**config.mk**
```make
export PLATFORM = sky130hd
export DESIGN_NAME = shift_sleep_ctrlreg_store_exec
export DESIGN_NICKNAME = d
export VERILOG_FILES = /design/src/pkg/exec_pkg.sv /design/src/hw/shift_sleep_ctrlreg_store_exec.sv
export SDC_FILE = /design/constraint.sdc
export NUM_CORES = 1
export LEC_CHECK = 0
export BUFFER_PORTS_ARGS = -buffer_cell sky130_fd_sc_hd__buf_2
export CORE_AREA = 2 2 185 187
export DETAILED_ROUTE_END_ITERATION = 16
export DIE_AREA = 0 0 187 189
export PLACE_DENSITY_LB_ADDON = 0.2
export SLEW_MARGIN = 20
export SYNTH_ARGS = -nofsm -noshare
export SYNTH_HDL_FRONTEND = slang
export SYNTH_SLANG_ARGS = --single-unit
```
**constraint.sdc**
```tcl
create_clock -name pclk -period 1.97 [get_ports pclk]
set_input_delay 0.2955 -clock pclk [delete_from_list [all_inputs] [get_ports pclk]]
set_output_delay 0.2955 -clock pclk [all_outputs]
set_load 0.05 [all_outputs]
```
**src/pkg/exec_pkg.sv**
```systemverilog
package exec_pkg;
   // Register byte offsets on the APB side
   localparam logic [11:0] EVENT_STATUS_OFS = 12'h000;
   localparam logic [11:0] EVENT_MASK_OFS = 12'h004;
   localparam logic [11:0] STANDBY_CTRL_OFS = 12'h008;
   localparam logic [11:0] CORE_STATE_OFS = 12'h00C;

   // Event bit positions, shared by status and mask
   localparam int EV_SLEEP_ENTER = 0;
   localparam int EV_WAKE = 1;
   localparam int EV_ILLEGAL = 2;
   localparam int EV_SLOT_ILLEGAL = 3;
   localparam int EV_COUNT = 4;

   // Reset values
   localparam logic [EV_COUNT-1:0] EVENT_MASK_RST = 4'h0;
   localparam logic STANDBY_CTRL_RST = 1'b0;

   // Opcodes, don't-care bits as ?
   localparam logic [15:0] OP_SHR2 = 16'b0100????00001001;
   localparam logic [15:0] OP_SHR8 = 16'b0100????00011001;
   localparam logic [15:0] OP_SHR16 = 16'b0100????00101001;
   localparam logic [15:0] OP_SLEEP = 16'h001B;
   localparam logic [15:0] OP_CP_GBR = 16'b0000????00010010;
   localparam logic [15:0] OP_CP_VBR = 16'b0000????00100010;
   localparam logic [15:0] OP_CP_SSR = 16'b0000????00110010;
   localparam logic [15:0] OP_CP_SPC = 16'b0000????01000010;
   localparam logic [15:0] OP_CP_SGR = 16'b0000????00111010;
   localparam logic [15:0] OP_CP_DBR = 16'b0000????11111010;
   localparam logic [15:0] OP_CP_BANK = 16'b0000????1???0010;
   localparam logic [15:0] OP_PU_GBR = 16'b0100????00010011;
   localparam logic [15:0] OP_PU_VBR = 16'b0100????00100011;
   localparam logic [15:0] OP_PU_SSR = 16'b0100????00110011;
   localparam logic [15:0] OP_PU_SPC = 16'b0100????01000011;
   localparam logic [15:0] OP_PU_SGR = 16'b0100????00110010;
   localparam logic [15:0] OP_PU_DBR = 16'b0100????11110010;
   localparam logic [15:0] OP_PU_BANK = 16'b0100????1???0011;

   localparam logic [31:0] PUSH_STEP = 32'h0000_0004;
   localparam logic [2:0] PC_STEP = 3'h2;

   typedef enum logic [1:0] {
      RUNNING = 2'b01,
      POWER_DOWN = 2'b10
   } core_mode_t;

   // Instruction offered by the decode stage
   typedef struct packed {
      logic valid;
      logic [15:0] opcode;
      logic in_delay_slot;
      logic privileged;
   } decode_req_t;

   // Control registers visible to the store forms
   typedef struct packed {
      logic [31:0] global_base_reg;
      logic [31:0] vector_base_reg;
      logic [31:0] saved_status_reg;
      logic [31:0] saved_pc_reg;
      logic [31:0] saved_stack_reg;
      logic [31:0] debug_base_reg;
   } ctrl_regs_t;

   // Banked register read select
   typedef struct packed {
      logic bank;
      logic [2:0] index;
   } bank_sel_t;

   // Registered execution result
   typedef struct packed {
      logic gpr_we;
      logic [3:0] gpr_idx;
      logic [31:0] gpr_data;
      logic mem_we;
      logic [31:0] mem_addr;
      logic [31:0] mem_data;
      logic pc_advance;
      logic illegal;
      logic slot_illegal;
   } exec_result_t;
endpackage

```
**src/hw/shift_sleep_ctrlreg_store_exec.sv**
```systemverilog
// Our own choices: the register addresses and the APB interface to the registers.
`timescale 1ns/1ps
`default_nettype none

// Operation
// RQ1 - Logical right shift by 2, 8, 16
// RQ2 - Decode shift opcodes, one cycle, T kept
// RQ3 - Decode power-down opcode, enter power-down
// RQ4 - Power-down holds state, stops issue, waits
// RQ5 - Interrupt request ends power-down, resumes
// RQ6 - Power-down in user mode raises illegal
// RQ7 - Standby control picks sleep or standby
// RQ8 - Power-down in delay slot: slot illegal
// RQ9 - Store copies exactly one control source
// RQ10 - Decode global, vector, saved-status copies
// RQ11 - Decode saved-pc, saved-stack, debug-base copies
// RQ12 - Banked copy index in bits 6..4
// RQ13 - Push: decrement by 4, store long
// RQ14 - Decode saved-pc, saved-stack, debug-base pushes
// RQ15 - Banked push index in bits 6..4
// RQ16 - Bank select 1 uses bank 0
// RQ17 - Privileged stores in user mode: illegal
// RQ18 - Success advances PC by 2, T kept
module shift_sleep_ctrlreg_store_exec (
   input wire logic pclk,
   input wire logic presetn,
   input wire logic psel,
   input wire logic penable,
   input wire logic pwrite,
   input wire logic [11:0] paddr,
   input wire logic [31:0] pwdata,
   output logic [31:0] prdata,
   output logic pready,
   output logic pslverr,
   input wire exec_pkg::decode_req_t instr,
   output logic instr_ready,
   input wire logic [31:0] dest_gpr_value,
   output logic [3:0] dest_gpr_rd_idx,
   input wire exec_pkg::ctrl_regs_t ctrl_regs,
   input wire logic bank_select_bit,
   output exec_pkg::bank_sel_t banked_sel,
   input wire logic [31:0] banked_gpr,
   input wire logic irq_request,
   output exec_pkg::exec_result_t result,
   output logic power_down,
   output logic standby,
   output logic irq
);
   import exec_pkg::*;

   typedef struct packed {
      core_mode_t mode;
      logic standby_latched;
      exec_result_t res;
      logic [EV_COUNT-1:0] status;
      logic [EV_COUNT-1:0] mask;
      logic standby_control_reg;
      logic [31:0] rdata;
   } state_t;

   state_t cur;
   state_t next_cur;

   logic take;
   logic is_shift;
   logic is_copy;
   logic is_push;
   logic is_sleep;
   logic needs_priv;
   logic [31:0] src_data;
   logic [31:0] shifted;
   logic [31:0] dec_addr;
   logic [EV_COUNT-1:0] ev;
   logic apb_setup;
   logic apb_wr;
   logic mapped;

   // Operand fetch: destination index always sits in bits 11..8
   assign dest_gpr_rd_idx = instr.opcode[11:8];
   // RQ16 bank inversion
   assign banked_sel.bank = ~bank_select_bit;
   // RQ12 RQ15 bank index
   assign banked_sel.index = instr.opcode[6:4];

   // RQ4 stop issue while powered down
   assign instr_ready = (cur.mode == RUNNING);
   assign take = instr.valid && instr_ready;
   assign dec_addr = dest_gpr_value - PUSH_STEP;

   // Instruction classification and source selection
   always_comb begin
      is_shift = 1'b0;
      is_copy = 1'b0;
      is_push = 1'b0;
      is_sleep = 1'b0;
      needs_priv = 1'b1;
      src_data = 32'h0000_0000;
      shifted = 32'h0000_0000;
      // RQ9 one source per form
      casez (instr.opcode)
         // RQ1 RQ2 zero-fill right shifts
         OP_SHR2: begin
            is_shift = 1'b1;
            needs_priv = 1'b0;
            shifted = dest_gpr_value >> 2;
         end
         OP_SHR8: begin
            is_shift = 1'b1;
            needs_priv = 1'b0;
            shifted = dest_gpr_value >> 8;
         end
         OP_SHR16: begin
            is_shift = 1'b1;
            needs_priv = 1'b0;
            shifted = dest_gpr_value >> 16;
         end
         // RQ3 power-down opcode
         OP_SLEEP: begin
            is_sleep = 1'b1;
         end
         // RQ10 RQ17 global base is the unprivileged one
         OP_CP_GBR: begin
            is_copy = 1'b1;
            needs_priv = 1'b0;
            src_data = ctrl_regs.global_base_reg;
         end
         OP_CP_VBR: begin
            is_copy = 1'b1;
            src_data = ctrl_regs.vector_base_reg;
         end
         OP_CP_SSR: begin
            is_copy = 1'b1;
            src_data = ctrl_regs.saved_status_reg;
         end
         // RQ11 remaining copy forms
         OP_CP_SPC: begin
            is_copy = 1'b1;
            src_data = ctrl_regs.saved_pc_reg;
         end
         OP_CP_SGR: begin
            is_copy = 1'b1;
            src_data = ctrl_regs.saved_stack_reg;
         end
         OP_CP_DBR: begin
            is_copy = 1'b1;
            src_data = ctrl_regs.debug_base_reg;
         end
         // RQ12 banked copy
         OP_CP_BANK: begin
            is_copy = 1'b1;
            src_data = banked_gpr;
         end
         // RQ13 pushes of the first three sources
         OP_PU_GBR: begin
            is_push = 1'b1;
            needs_priv = 1'b0;
            src_data = ctrl_regs.global_base_reg;
         end
         OP_PU_VBR: begin
            is_push = 1'b1;
            src_data = ctrl_regs.vector_base_reg;
         end
         OP_PU_SSR: begin
            is_push = 1'b1;
            src_data = ctrl_regs.saved_status_reg;
         end
         // RQ14 remaining pushes
         OP_PU_SPC: begin
            is_push = 1'b1;
            src_data = ctrl_regs.saved_pc_reg;
         end
         OP_PU_SGR: begin
            is_push = 1'b1;
            src_data = ctrl_regs.saved_stack_reg;
         end
         OP_PU_DBR: begin
            is_push = 1'b1;
            src_data = ctrl_regs.debug_base_reg;
         end
         // RQ15 banked push
         OP_PU_BANK: begin
            is_push = 1'b1;
            src_data = banked_gpr;
         end
         default: begin
            needs_priv = 1'b0;
         end
      endcase
   end

   // APB decode; slave answers with no wait state
   assign apb_setup = psel && !penable;
   assign apb_wr = psel && penable && pwrite;
   assign mapped = (paddr == EVENT_STATUS_OFS) || (paddr == EVENT_MASK_OFS) ||
                   (paddr == STANDBY_CTRL_OFS) || (paddr == CORE_STATE_OFS);
   assign pready = 1'b1;
   assign pslverr = psel && penable && !mapped;

   // Next state: execution, power-down and register file
   always_comb begin
      next_cur = cur;
      ev = '0;
      next_cur.res.gpr_we = 1'b0;
      next_cur.res.mem_we = 1'b0;
      next_cur.res.pc_advance = 1'b0;
      next_cur.res.illegal = 1'b0;
      next_cur.res.slot_illegal = 1'b0;
      case (cur.mode)
         RUNNING: begin
            if (take) begin
               next_cur.res.gpr_idx = instr.opcode[11:8];
               if (is_sleep && instr.in_delay_slot) begin
                  // RQ8 slot check ranks above privilege
                  next_cur.res.slot_illegal = 1'b1;
                  ev[EV_SLOT_ILLEGAL] = 1'b1;
               end else if (needs_priv && !instr.privileged) begin
                  // RQ6 RQ17 trap with no register or memory update
                  next_cur.res.illegal = 1'b1;
                  ev[EV_ILLEGAL] = 1'b1;
               end else if (is_sleep) begin
                  // RQ3 RQ7 enter power-down, kind from standby control
                  next_cur.mode = POWER_DOWN;
                  next_cur.standby_latched = cur.standby_control_reg;
                  ev[EV_SLEEP_ENTER] = 1'b1;
               end else if (is_shift || is_copy) begin
                  // RQ18 result and PC step, T untouched
                  next_cur.res.gpr_we = 1'b1;
                  next_cur.res.gpr_data = is_shift ? shifted : src_data;
                  next_cur.res.pc_advance = 1'b1;
               end else if (is_push) begin
                  // RQ13 write back decremented pointer, store long there
                  next_cur.res.gpr_we = 1'b1;
                  next_cur.res.gpr_data = dec_addr;
                  next_cur.res.mem_we = 1'b1;
                  next_cur.res.mem_addr = dec_addr;
                  next_cur.res.mem_data = src_data;
                  next_cur.res.pc_advance = 1'b1;
               end
            end
         end
         POWER_DOWN: begin
            // RQ5 interrupt wakes; PC steps past the sleep
            if (irq_request) begin
               next_cur.mode = RUNNING;
               next_cur.standby_latched = 1'b0;
               next_cur.res.pc_advance = 1'b1;
               ev[EV_WAKE] = 1'b1;
            end
         end
         default: begin
            next_cur.mode = RUNNING;
         end
      endcase

      // Software writes; sticky status is write-one-to-clear
      if (apb_wr && paddr == EVENT_STATUS_OFS) begin
         next_cur.status = cur.status & ~pwdata[EV_COUNT-1:0];
      end
      if (apb_wr && paddr == EVENT_MASK_OFS) begin
         next_cur.mask = pwdata[EV_COUNT-1:0];
      end
      if (apb_wr && paddr == STANDBY_CTRL_OFS) begin
         next_cur.standby_control_reg = pwdata[0];
      end
      // New events win over a clear in the same cycle
      next_cur.status = next_cur.status | ev;

      // Read data captured in setup so it comes from a flop
      if (apb_setup && !pwrite) begin
         case (paddr)
            EVENT_STATUS_OFS: next_cur.rdata = {28'h0000000, cur.status};
            EVENT_MASK_OFS: next_cur.rdata = {28'h0000000, cur.mask};
            STANDBY_CTRL_OFS: next_cur.rdata = {31'h00000000, cur.standby_control_reg};
            CORE_STATE_OFS: next_cur.rdata = {30'h00000000, cur.standby_latched,
                                              cur.mode == POWER_DOWN};
            default: next_cur.rdata = 32'h0000_0000;
         endcase
      end
   end

   // All state in one register; internal state simply holds in power-down
   always_ff @(posedge pclk or negedge presetn) begin
      if (!presetn) begin
         cur.mode <= RUNNING;
         cur.standby_latched <= 1'b0;
         cur.res <= '0;
         cur.status <= '0;
         cur.mask <= EVENT_MASK_RST;
         cur.standby_control_reg <= STANDBY_CTRL_RST;
         cur.rdata <= 32'h0000_0000;
      end else begin
         cur <= next_cur;
      end
   end

   assign result = cur.res;
   assign prdata = cur.rdata;
   // RQ4 power-down level for the clock controller
   assign power_down = (cur.mode == POWER_DOWN);
   assign standby = cur.standby_latched;
   assign irq = |(cur.status & cur.mask);
endmodule

`default_nettype wire

```
==> results.py, run 1 <==
metrics = {
    "cts": {
        "cts_max_level": 4,
        "root_buffer": "clkbuf_16",
        "path_clk_slew_ns": 0.06,
        "cts_tree": "done",
        "cts_sinks": 121,
        "clockBufferDepth": 2,
        "insertion_delay_ns": 0.43,
        "numCtsBuffers": 17,
    },
    "floorplan": {
        "die_w_um": 187,
        "die_area_sq_um": 35300,
        "die_h_um": 189,
        "placementRows": 67,
        "initial_utilization_pct": 27.5,
        "core_sq_um": 33300,
        "io_pins": 477,
    },
    "sta": {
        "tightest_slew_ns": 0.680,
        "finalHoldViolCount": 0,
        "grt_setup_unrepaired": "yes",
        "fin_ws_ns": -0.144,
        "fin_worst_skew_ns": 0.0140,
        "relSlewSlack_pct": 54.7,
        "fin_tns_setup_ns": -7.09,
        "max_freq_mhz": 473,
        "fin_crit_ns": 2.11,
        "drv_slew": 0,
        "min_period_over_period_pct": 107,
        "finalSetupViolations": 88,
    },
    "critical_path": {
        "cp.required_ns": 2.33,
        "critPathLaunch": "dest_gpr_value[2]",
        "critPathArrivalTime_ns": 2.47,
        "cp_max_fo": 4,
        "rrSetupSlack_ns": 0.11,
        "crit_type": "input port to flip-flop",
        "worstReg2RegEnd": "result[92]",
        "critPathSlowestCell": "or4_4",
        "worst_setup_path_end_kind": "flip-flop",
        "cpPeakStageDelay_ns": 0.49,
        "start_kind": "input port",
        "critPathBufInv": 4,
        "r2r_start": "cur[147]",
        "r2r_cells": 7,
        "critPathTopFamily": "simple AND/OR/NAND/NOR gates",
        "cp_cell_sequence": "buf_12 > inv_12 > ha_4 > or4b_4 > or4_4 > buf_4 > buf_6 > nor4_4 > xor2_1 > nand2_1 > nand3_1 > a22o_1",
    },
    "routing": {
        "met3WireLength_um": 2490,
        "wire_per_inst_um": 22.2,
        "drtPass1Iterations": 5,
        "routed.top_layer": "met5",
        "drtAntennaViolNets": 0,
        "wl_met1_um": 19100,
        "drc": 0,
        "viasPerCell": 5.00,
        "drtIter0Drc": 682,
        "dr_wl_met2_um": 23100,
        "vias": 10300,
        "drt_wl_total_um": 45800,
    },
    "cells_and_area": {
        "fillCellCount": 3396,
        "fin_util_pct": 44.8,
        "drive_gt1_share_pct": 59.9,
        "register_area_sq_um": 3030,
        "area_growth_pct": 63.2,
        "multi_input_area_sq_um": 5640,
        "nets": 1925,
        "finalNonFillerCells": 2062,
    },
    "place": {
        "pre_cts_ws_ns": -0.650,
        "dp.cells": 1983,
        "routabilityCongestion": 0.882,
        "dp_hpwl_um": 36500,
        "port_buffers": 419,
    },
    "worst_hold_path": {
        "whs_path_depth": 2,
        "hold_end": "cur[35]",
        "worstHoldStart": "pwdata[2]",
        "holdCritPathClass": "input port to flip-flop",
    },
    "pwr": {
        "ir_worst_vdd_uv": 512,
        "p_per_area_nw_per_um2": 622,
        "p_int_uw": 5780,
        "p_total_uw": 9280,
        "clkPwrFrac_pct": 35.5,
        "pwr-share-comb_pct": 33.2,
        "p_leak_uw": 0.00720,
        "pwr-share-seq_pct": 31.2,
        "power_switching_uw": 3490,
        "swShare_pct": 37.7,
    },
    "grt": {
        "grt_max_degree": 66,
        "antenna_found_initial": 6,
        "grt_pass1_wl_um": 64500,
        "track_usage_pct": 24.5,
        "gr-total-overflow": 0,
        "grt_pass1_vias": 10300,
    },
    "yosys": {
        "ys_warn_count": 0,
        "synth_ff_type": "dfrtp_1",
        "synth_edf_count": 0,
        "avgSynthCellArea_sq_um": 8.66,
        "ys_ff_latch": 121,
        "yosysUniqueCellTypes": 80,
        "syn_inst": 1056,
        "ys_async_sr_fraction_pct": 100,
        "ys_seq_area_share_pct": 33.1,
        "netlist_area_sq_um": 9140,
    },
    "run_status": {
        "status": "complete, but fails checks",
        "violations": "setup timing",
    },
    "flow_run": {
        "cap_violations": 0,
    },
}
[registers in the layout, indices dropped and copies added (netlist names)]
register,cells
prdata,4
result,105
cur,11
standby,1
[kinds of logic (layout without fill, tap and decap cells)]
group / count (synthesis) / in the layout / share of synthesized area [%]
and+or+nand+nor: 312 / 312 / 17.7
AOI/OAI and AO/OA: 292 / 292 / 22.4
adders and majority gates: 3 / 3 / 0.411
xor gates and xnor gates: 29 / 29 / 2.78
buffers and inverters: 235 / 761 / 16.0
other: 2 / 34 / 0.0821
muxes: 62 / 62 / 7.48
DFF: 121 / 121 / 33.1
[routing by layer]
metal  track usage [%]  vias to the layer above
met4              8.91                        2
met3              4.24                       50
met1              30.3                     5041
li1                  -                     4813
met5                 0                        -
met2              42.6                      404
[layout make-up]
| cell class | count | area share [%] |
|---|---|---|
| Multi-Input combinational cell | 727 | 37.8 |
| Antenna cell | 5 | 0.0839 |
| Clock inverter | 14 | 1.10 |
| Clock buffer | 18 | 2.94 |
| Tap cell | 448 | 3.76 |
| Inverter | 13 | 0.444 |
| Sequential cell | 121 | 20.3 |
| Timing Repair Buffer | 716 | 33.6 |
[per-stage QoR]
step / instance area, sq um / hold slack [ns]
floorplan: 9520 / -0.0000911
global placement: 12800 / 0.134
detailed placement: 12800 / 0.133
CTS: 13800 / 0.0999
global route: 14900 / 0.121
finish: 14900 / 0.118
[Yosys cell counts, types with 6 or more instances]
| master | n | area (sq um) |
|---|---|---|
| nor3_1 | 15 | 75.1 |
| xor2_1 | 14 | 123 |
| and2_1 | 11 | 68.8 |
| dfrtp_1 | 120 | 3000 |
| inv_1 | 11 | 41.3 |
| o21ai_0 | 58 | 290 |
| o211ai_1 | 6 | 45.0 |
| nand4_1 | 9 | 56.3 |
| nor2b_1 | 11 | 68.8 |
| nor2_1 | 55 | 206 |
| clkbuf_1 | 45 | 169 |
| mux2i_1 | 20 | 200 |
| nand3_1 | 49 | 245 |
| nor4_1 | 8 | 50.1 |
| a221oi_1 | 21 | 184 |
| a31oi_1 | 9 | 56.3 |
| a21oi_1 | 51 | 255 |
| a211oi_1 | 6 | 45.0 |
| o22ai_1 | 8 | 50.1 |
| buf_4 | 147 | 1100 |
| a22o_1 | 29 | 254 |
| and3_1 | 6 | 37.5 |
| mux2_2 | 36 | 405 |
| buf_2 | 25 | 125 |
| nand2_1 | 105 | 394 |
| a22oi_1 | 37 | 278 |
| o2bb2ai_1 | 6 | 52.6 |
| o21a_1 | 8 | 60.1 |
| xnor2_1 | 15 | 131 |
| a222oi_1 | 12 | 120 |
[worst register-to-register path, delay by kind of cell (launching register included)]
family / cells / cell delay, ns
multiplexers: 1 / 0.32
AND/OR/NAND/NOR: 1 / 0.10
adder cells (fa/ha/maj): 1 / 0.20
AO/OA/AOI/OAI: 2 / 0.33
buffers and inverters: 2 / 0.27
flip-flops: 1 / 0.55
[worst max path at each step]
stage,endpoint,slack [ns],cells past startpoint
finish,result[86],-0.14,12
global route,result[27],-0.21,12
CTS,result[90],-0.08,10
detailed placement,result[94],-0.65,12
global placement,result[94],-0.65,12
floorplan,result[90],-0.30,9
[placed cells by master (no fill, tap or decap), types with 29 or more instances in the layout]
cell type and count:
buf_6 31, a22o_1 29, a21oi_1 33, a22oi_1 37, buf_2 408, nand2_1 70, nand3_1 46, dfrtp_1 120
mux2_2 34, buf_4 233, conb_1 29, nor2_1 38
[power groups by stage]
stage          Combinational [uW]  Sequential (uW)  Clock [uW]
2_1_floorplan                2010             2850           0
3_3_place_gp                 2820             2910           0
3_5_place_dp                 2840             2920           0
4_1_cts                      2910             2870        3350
5_1_grt                      3280             2920        3450
6_report                     3080             2900        3300
[timing repair]
action,in CTS,in global routing
setup endpoints to repair,87,98
pin swaps,26,48
gates cloned,1,13
endpoints found under the hold margin,71,0
buffers inserted,11,19
hold buffers,1,0
gates resized for setup,77,185
Power figures use the tool's default switching activity.
==> run 2, diff against run 1 <==
--- a/config.mk
+++ b/config.mk
@@ -5,10 +5,11 @@
 export SDC_FILE = /design/constraint.sdc
 export NUM_CORES = 1
 export LEC_CHECK = 0
+export ABC_AREA = 1
 export BUFFER_PORTS_ARGS = -buffer_cell sky130_fd_sc_hd__buf_2
-export CORE_AREA = 2 2 185 187
+export CORE_AREA = 2 2 186 188
 export DETAILED_ROUTE_END_ITERATION = 16
-export DIE_AREA = 0 0 187 189
+export DIE_AREA = 0 0 188 190
 export PLACE_DENSITY_LB_ADDON = 0.2
 export SLEW_MARGIN = 20
 export SYNTH_ARGS = -nofsm -noshare
==> run 2 against run 1 <==
The flow now finishes without violations. Sequential cell count is the same. Synthesized cell count grew 57%. Sequential power shrank 7.9%. Non-clock buffer count shrank 128. Combinational power shrank 46%. Via count grew 12%. Count of clock-buffer cells in the layout is the same. Global-route usage grew 0.50 points. Utilization shrank 4.9 points. Area after synthesis grew 10%. First-iteration DRC count shrank 2.1%. Final area shrank 9.0%. Critical endpoint is now result[83]. Largest power group unchanged. Highest routed layer is now met4.
==> results.py, run 2 <==
metrics = {
    "run_status": {
        "status": "complete, no violations",
    },
    "sta": {
        "drv_slew": 0,
        "fin_tns_setup_ns": 0,
        "holdWs_ns": 0.0838,
        "finalSetupViolations": 0,
        "min_period_over_period_pct": 97.2,
        "grt_setup_unrepaired": "yes",
        "fin_worst_skew_ns": 0.0128,
        "fin_crit_ns": 1.92,
        "max_freq_mhz": 522,
        "finalHoldViolCount": 0,
        "tightest_slew_ns": 0.567,
        "fin_ws_ns": 0.0544,
        "relSlewSlack_pct": 62.2,
    },
    "pwr": {
        "p_leak_uw": 0.00839,
        "p_int_uw": 4890,
        "power_switching_uw": 2490,
        "pwr-share-seq_pct": 36.2,
        "clkPwrFrac_pct": 41.5,
        "ir_worst_vdd_uv": 483,
        "p_per_area_nw_per_um2": 543,
        "pwr-share-comb_pct": 22.3,
        "swShare_pct": 33.7,
    },
    "floorplan": {
        "die_w_um": 188,
        "initial_utilization_pct": 29.6,
        "die_area_sq_um": 35700,
        "die_h_um": 190,
        "core_sq_um": 33900,
        "placementRows": 68,
        "io_pins": 477,
    },
    "yosys": {
        "synth_top_family_by_area": "simple AND/OR/NAND/NOR gates",
        "synthSimpleGateAreaFrac_pct": 45.4,
        "ys_seq_area_share_pct": 30.1,
        "ys_ff_latch": 121,
        "synth_top_area_cell": "nand2_1",
        "synth_ff_type": "dfrtp_1",
        "synth_area_leaders": "nand2_1 (31%), dfrtp_1 (30%), buf_4 (11%)",
        "synthMuxAreaShare_pct": 0,
        "yosysUniqueCellTypes": 41,
        "yosys-top-cells-count": "nand2_1 (820), nor2_1 (198), buf_4 (154), dfrtp_1 (120), inv_1 (83)",
        "avgSynthCellArea_sq_um": 6.05,
        "synth_edf_count": 0,
        "synth_compound_area_share_pct": 4.61,
        "synthXorXnorAreaFrac_pct": 2.18,
        "netlist_area_sq_um": 10100,
        "ys_async_sr_fraction_pct": 100,
        "yosysMostFrequentCell": "nand2_1",
        "ys_warn_count": 0,
        "synth_adder_area_share_pct": 0.373,
        "synth_top_area_share_pct": 30.6,
        "syn_inst": 1663,
    },
    "place": {
        "routabilityCongestion": 0.929,
        "dp_hpwl_um": 37500,
        "pre_cts_ws_ns": -0.419,
        "port_buffers": 419,
        "dp.cells": 2543,
        "dpl_cell_area_sq_um": 13000,
    },
    "routing": {
        "drc": 0,
        "drtAntennaViolNets": 0,
        "wire_per_inst_um": 17.5,
        "drt_wl_total_um": 45100,
        "vias": 11500,
        "viasPerCell": 4.47,
        "drtPass1Iterations": 5,
        "drtIter0Drc": 668,
    },
    "worst_hold_path": {
        "worstHoldStart": "dest_gpr_value[0]",
        "whs_path_depth": 3,
        "hold_end": "result[35]",
        "holdCritPathClass": "input port to flip-flop",
    },
    "grt": {
        "antenna_found_initial": 0,
        "gr-total-overflow": 0,
        "grt_max_degree": 52,
        "grt_pass1_wl_um": 66700,
        "grt_pass1_vias": 11300,
        "track_usage_pct": 25.0,
    },
    "critical_path": {
        "worstReg2RegEnd": "result[53]",
        "rrSetupSlack_ns": 0.12,
        "r2r_start": "cur[147]",
        "crit_type": "input port to flip-flop",
        "cp.required_ns": 2.34,
        "cp_max_fo": 22,
        "critPathArrivalTime_ns": 2.28,
        "r2r_cells": 10,
        "critPathLaunch": "instr[2]",
        "worst_setup_path_end_kind": "flip-flop",
        "start_kind": "input port",
    },
    "cts": {
        "cts_sinks": 121,
        "cts_tree": "done",
        "cts_setup_buffers": 0,
        "path_clk_slew_ns": 0.06,
        "numCtsBuffers": 17,
        "root_buffer": "clkbuf_16",
        "clockBufferDepth": 2,
        "cts_max_level": 4,
        "insertion_delay_ns": 0.44,
    },
    "cells_and_area": {
        "nets": 2437,
        "multi_input_area_sq_um": 5440,
        "antennaDiodeCount": 0,
        "area_growth_pct": 34.9,
        "mostFrequentLayoutCell": "nand2_1",
        "finalNonFillerCells": 2576,
        "fillCellCount": 3834,
        "final_area_sq_um": 13600,
        "register_area_sq_um": 3030,
        "final_cell_mix": "nand2_1 (819), buf_2 (418), nor2_1 (194)",
        "largest_register_ffs": 105,
        "drive_gt1_share_pct": 31.4,
    },
    "flow_run": {
        "cap_violations": 0,
    },
}
-- run 2: cell count changes after synthesis, sizes merged, moves of 37 or more --
cell | previous run | this run
a22oi | 37 | 0
inv | 12 | 90
mux2 | 41 | 0
nand2 | 105 | 825
clkbuf | 45 | 6
nor2 | 56 | 204
-- run 2: power by group through the flow --
stage	Clock, uW	Sequential (uW)	Combinational (uW)
after global placement	0	2700	1640
final	3060	2670	1650
after global routing	3250	2670	1790
after detailed placement	0	2710	1640
after floorplan	0	2690	1080
after CTS	3130	2670	1650
-- run 2: worst max path at each step --
stage | cells past startpoint | endpoint
3_3_place_gp | 15 | result[83]
5_1_grt | 17 | result[72]
3_5_place_dp | 15 | result[83]
4_1_cts | 13 | result[83]
6_report | 16 | result[83]
2_1_floorplan | 11 | standby
-- run 2: metrics by stage --
step	power (uW)	util, %
after global placement	4340	38.2
after global routing	7720	40.0
final	7380	40.0
after detailed placement	4360	38.2
after CTS	7450	39.9
after floorplan	3770	-
-- run 2: cell families after synthesis --
| family | after synthesis |
|---|---|
| AOI/OAI and AO/OA | 83 |
| xor gates and xnor gates | 25 |
| adders and majority gates | 3 |
| buffers and inverters | 282 |
| DFF | 121 |
| other | 2 |
| and+or+nand+nor | 1147 |
-- run 2: layout make-up --
class	instances	area share, %
Clock inverter	14	0.903
Timing Repair Buffer	588	26.6
Tap cell	455	4.19
Sequential cell	121	22.3
Inverter	93	2.65
Multi-Input combinational cell	1287	40.1
Clock buffer	18	3.24
-- run 2: what timing repair did --
action	4_1_cts	5_1_grt
setup endpoints to repair	42	93
hold buffers	1	0
endpoints found under the hold margin	45	0
gates resized for setup	2	10
-- run 2: worst max-delay path: stages --
cell     delay (ns)
buf_2          0.12
inv_1          0.06
nand2_1        0.08
nor2_2         0.27
nand3_1        0.15
nand2_1        0.18
buf_12         0.19
inv_1          0.09
nor2_1         0.25
nor2_1         0.09
buf_4          0.15
nand3_1        0.08
nand2_1        0.07
nand2_1        0.06
nand2_1        0.06
nand2_1        0.08
-- run 2: layer usage --
metal  global-route usage [%]  wire (um)  vias up
met3                     5.00       2650       48
met1                     32.0      19800     5269
li1                         -          -     5806
met2                     42.6      21700      397
met4                     6.72        983        0
met5                        0          0        -
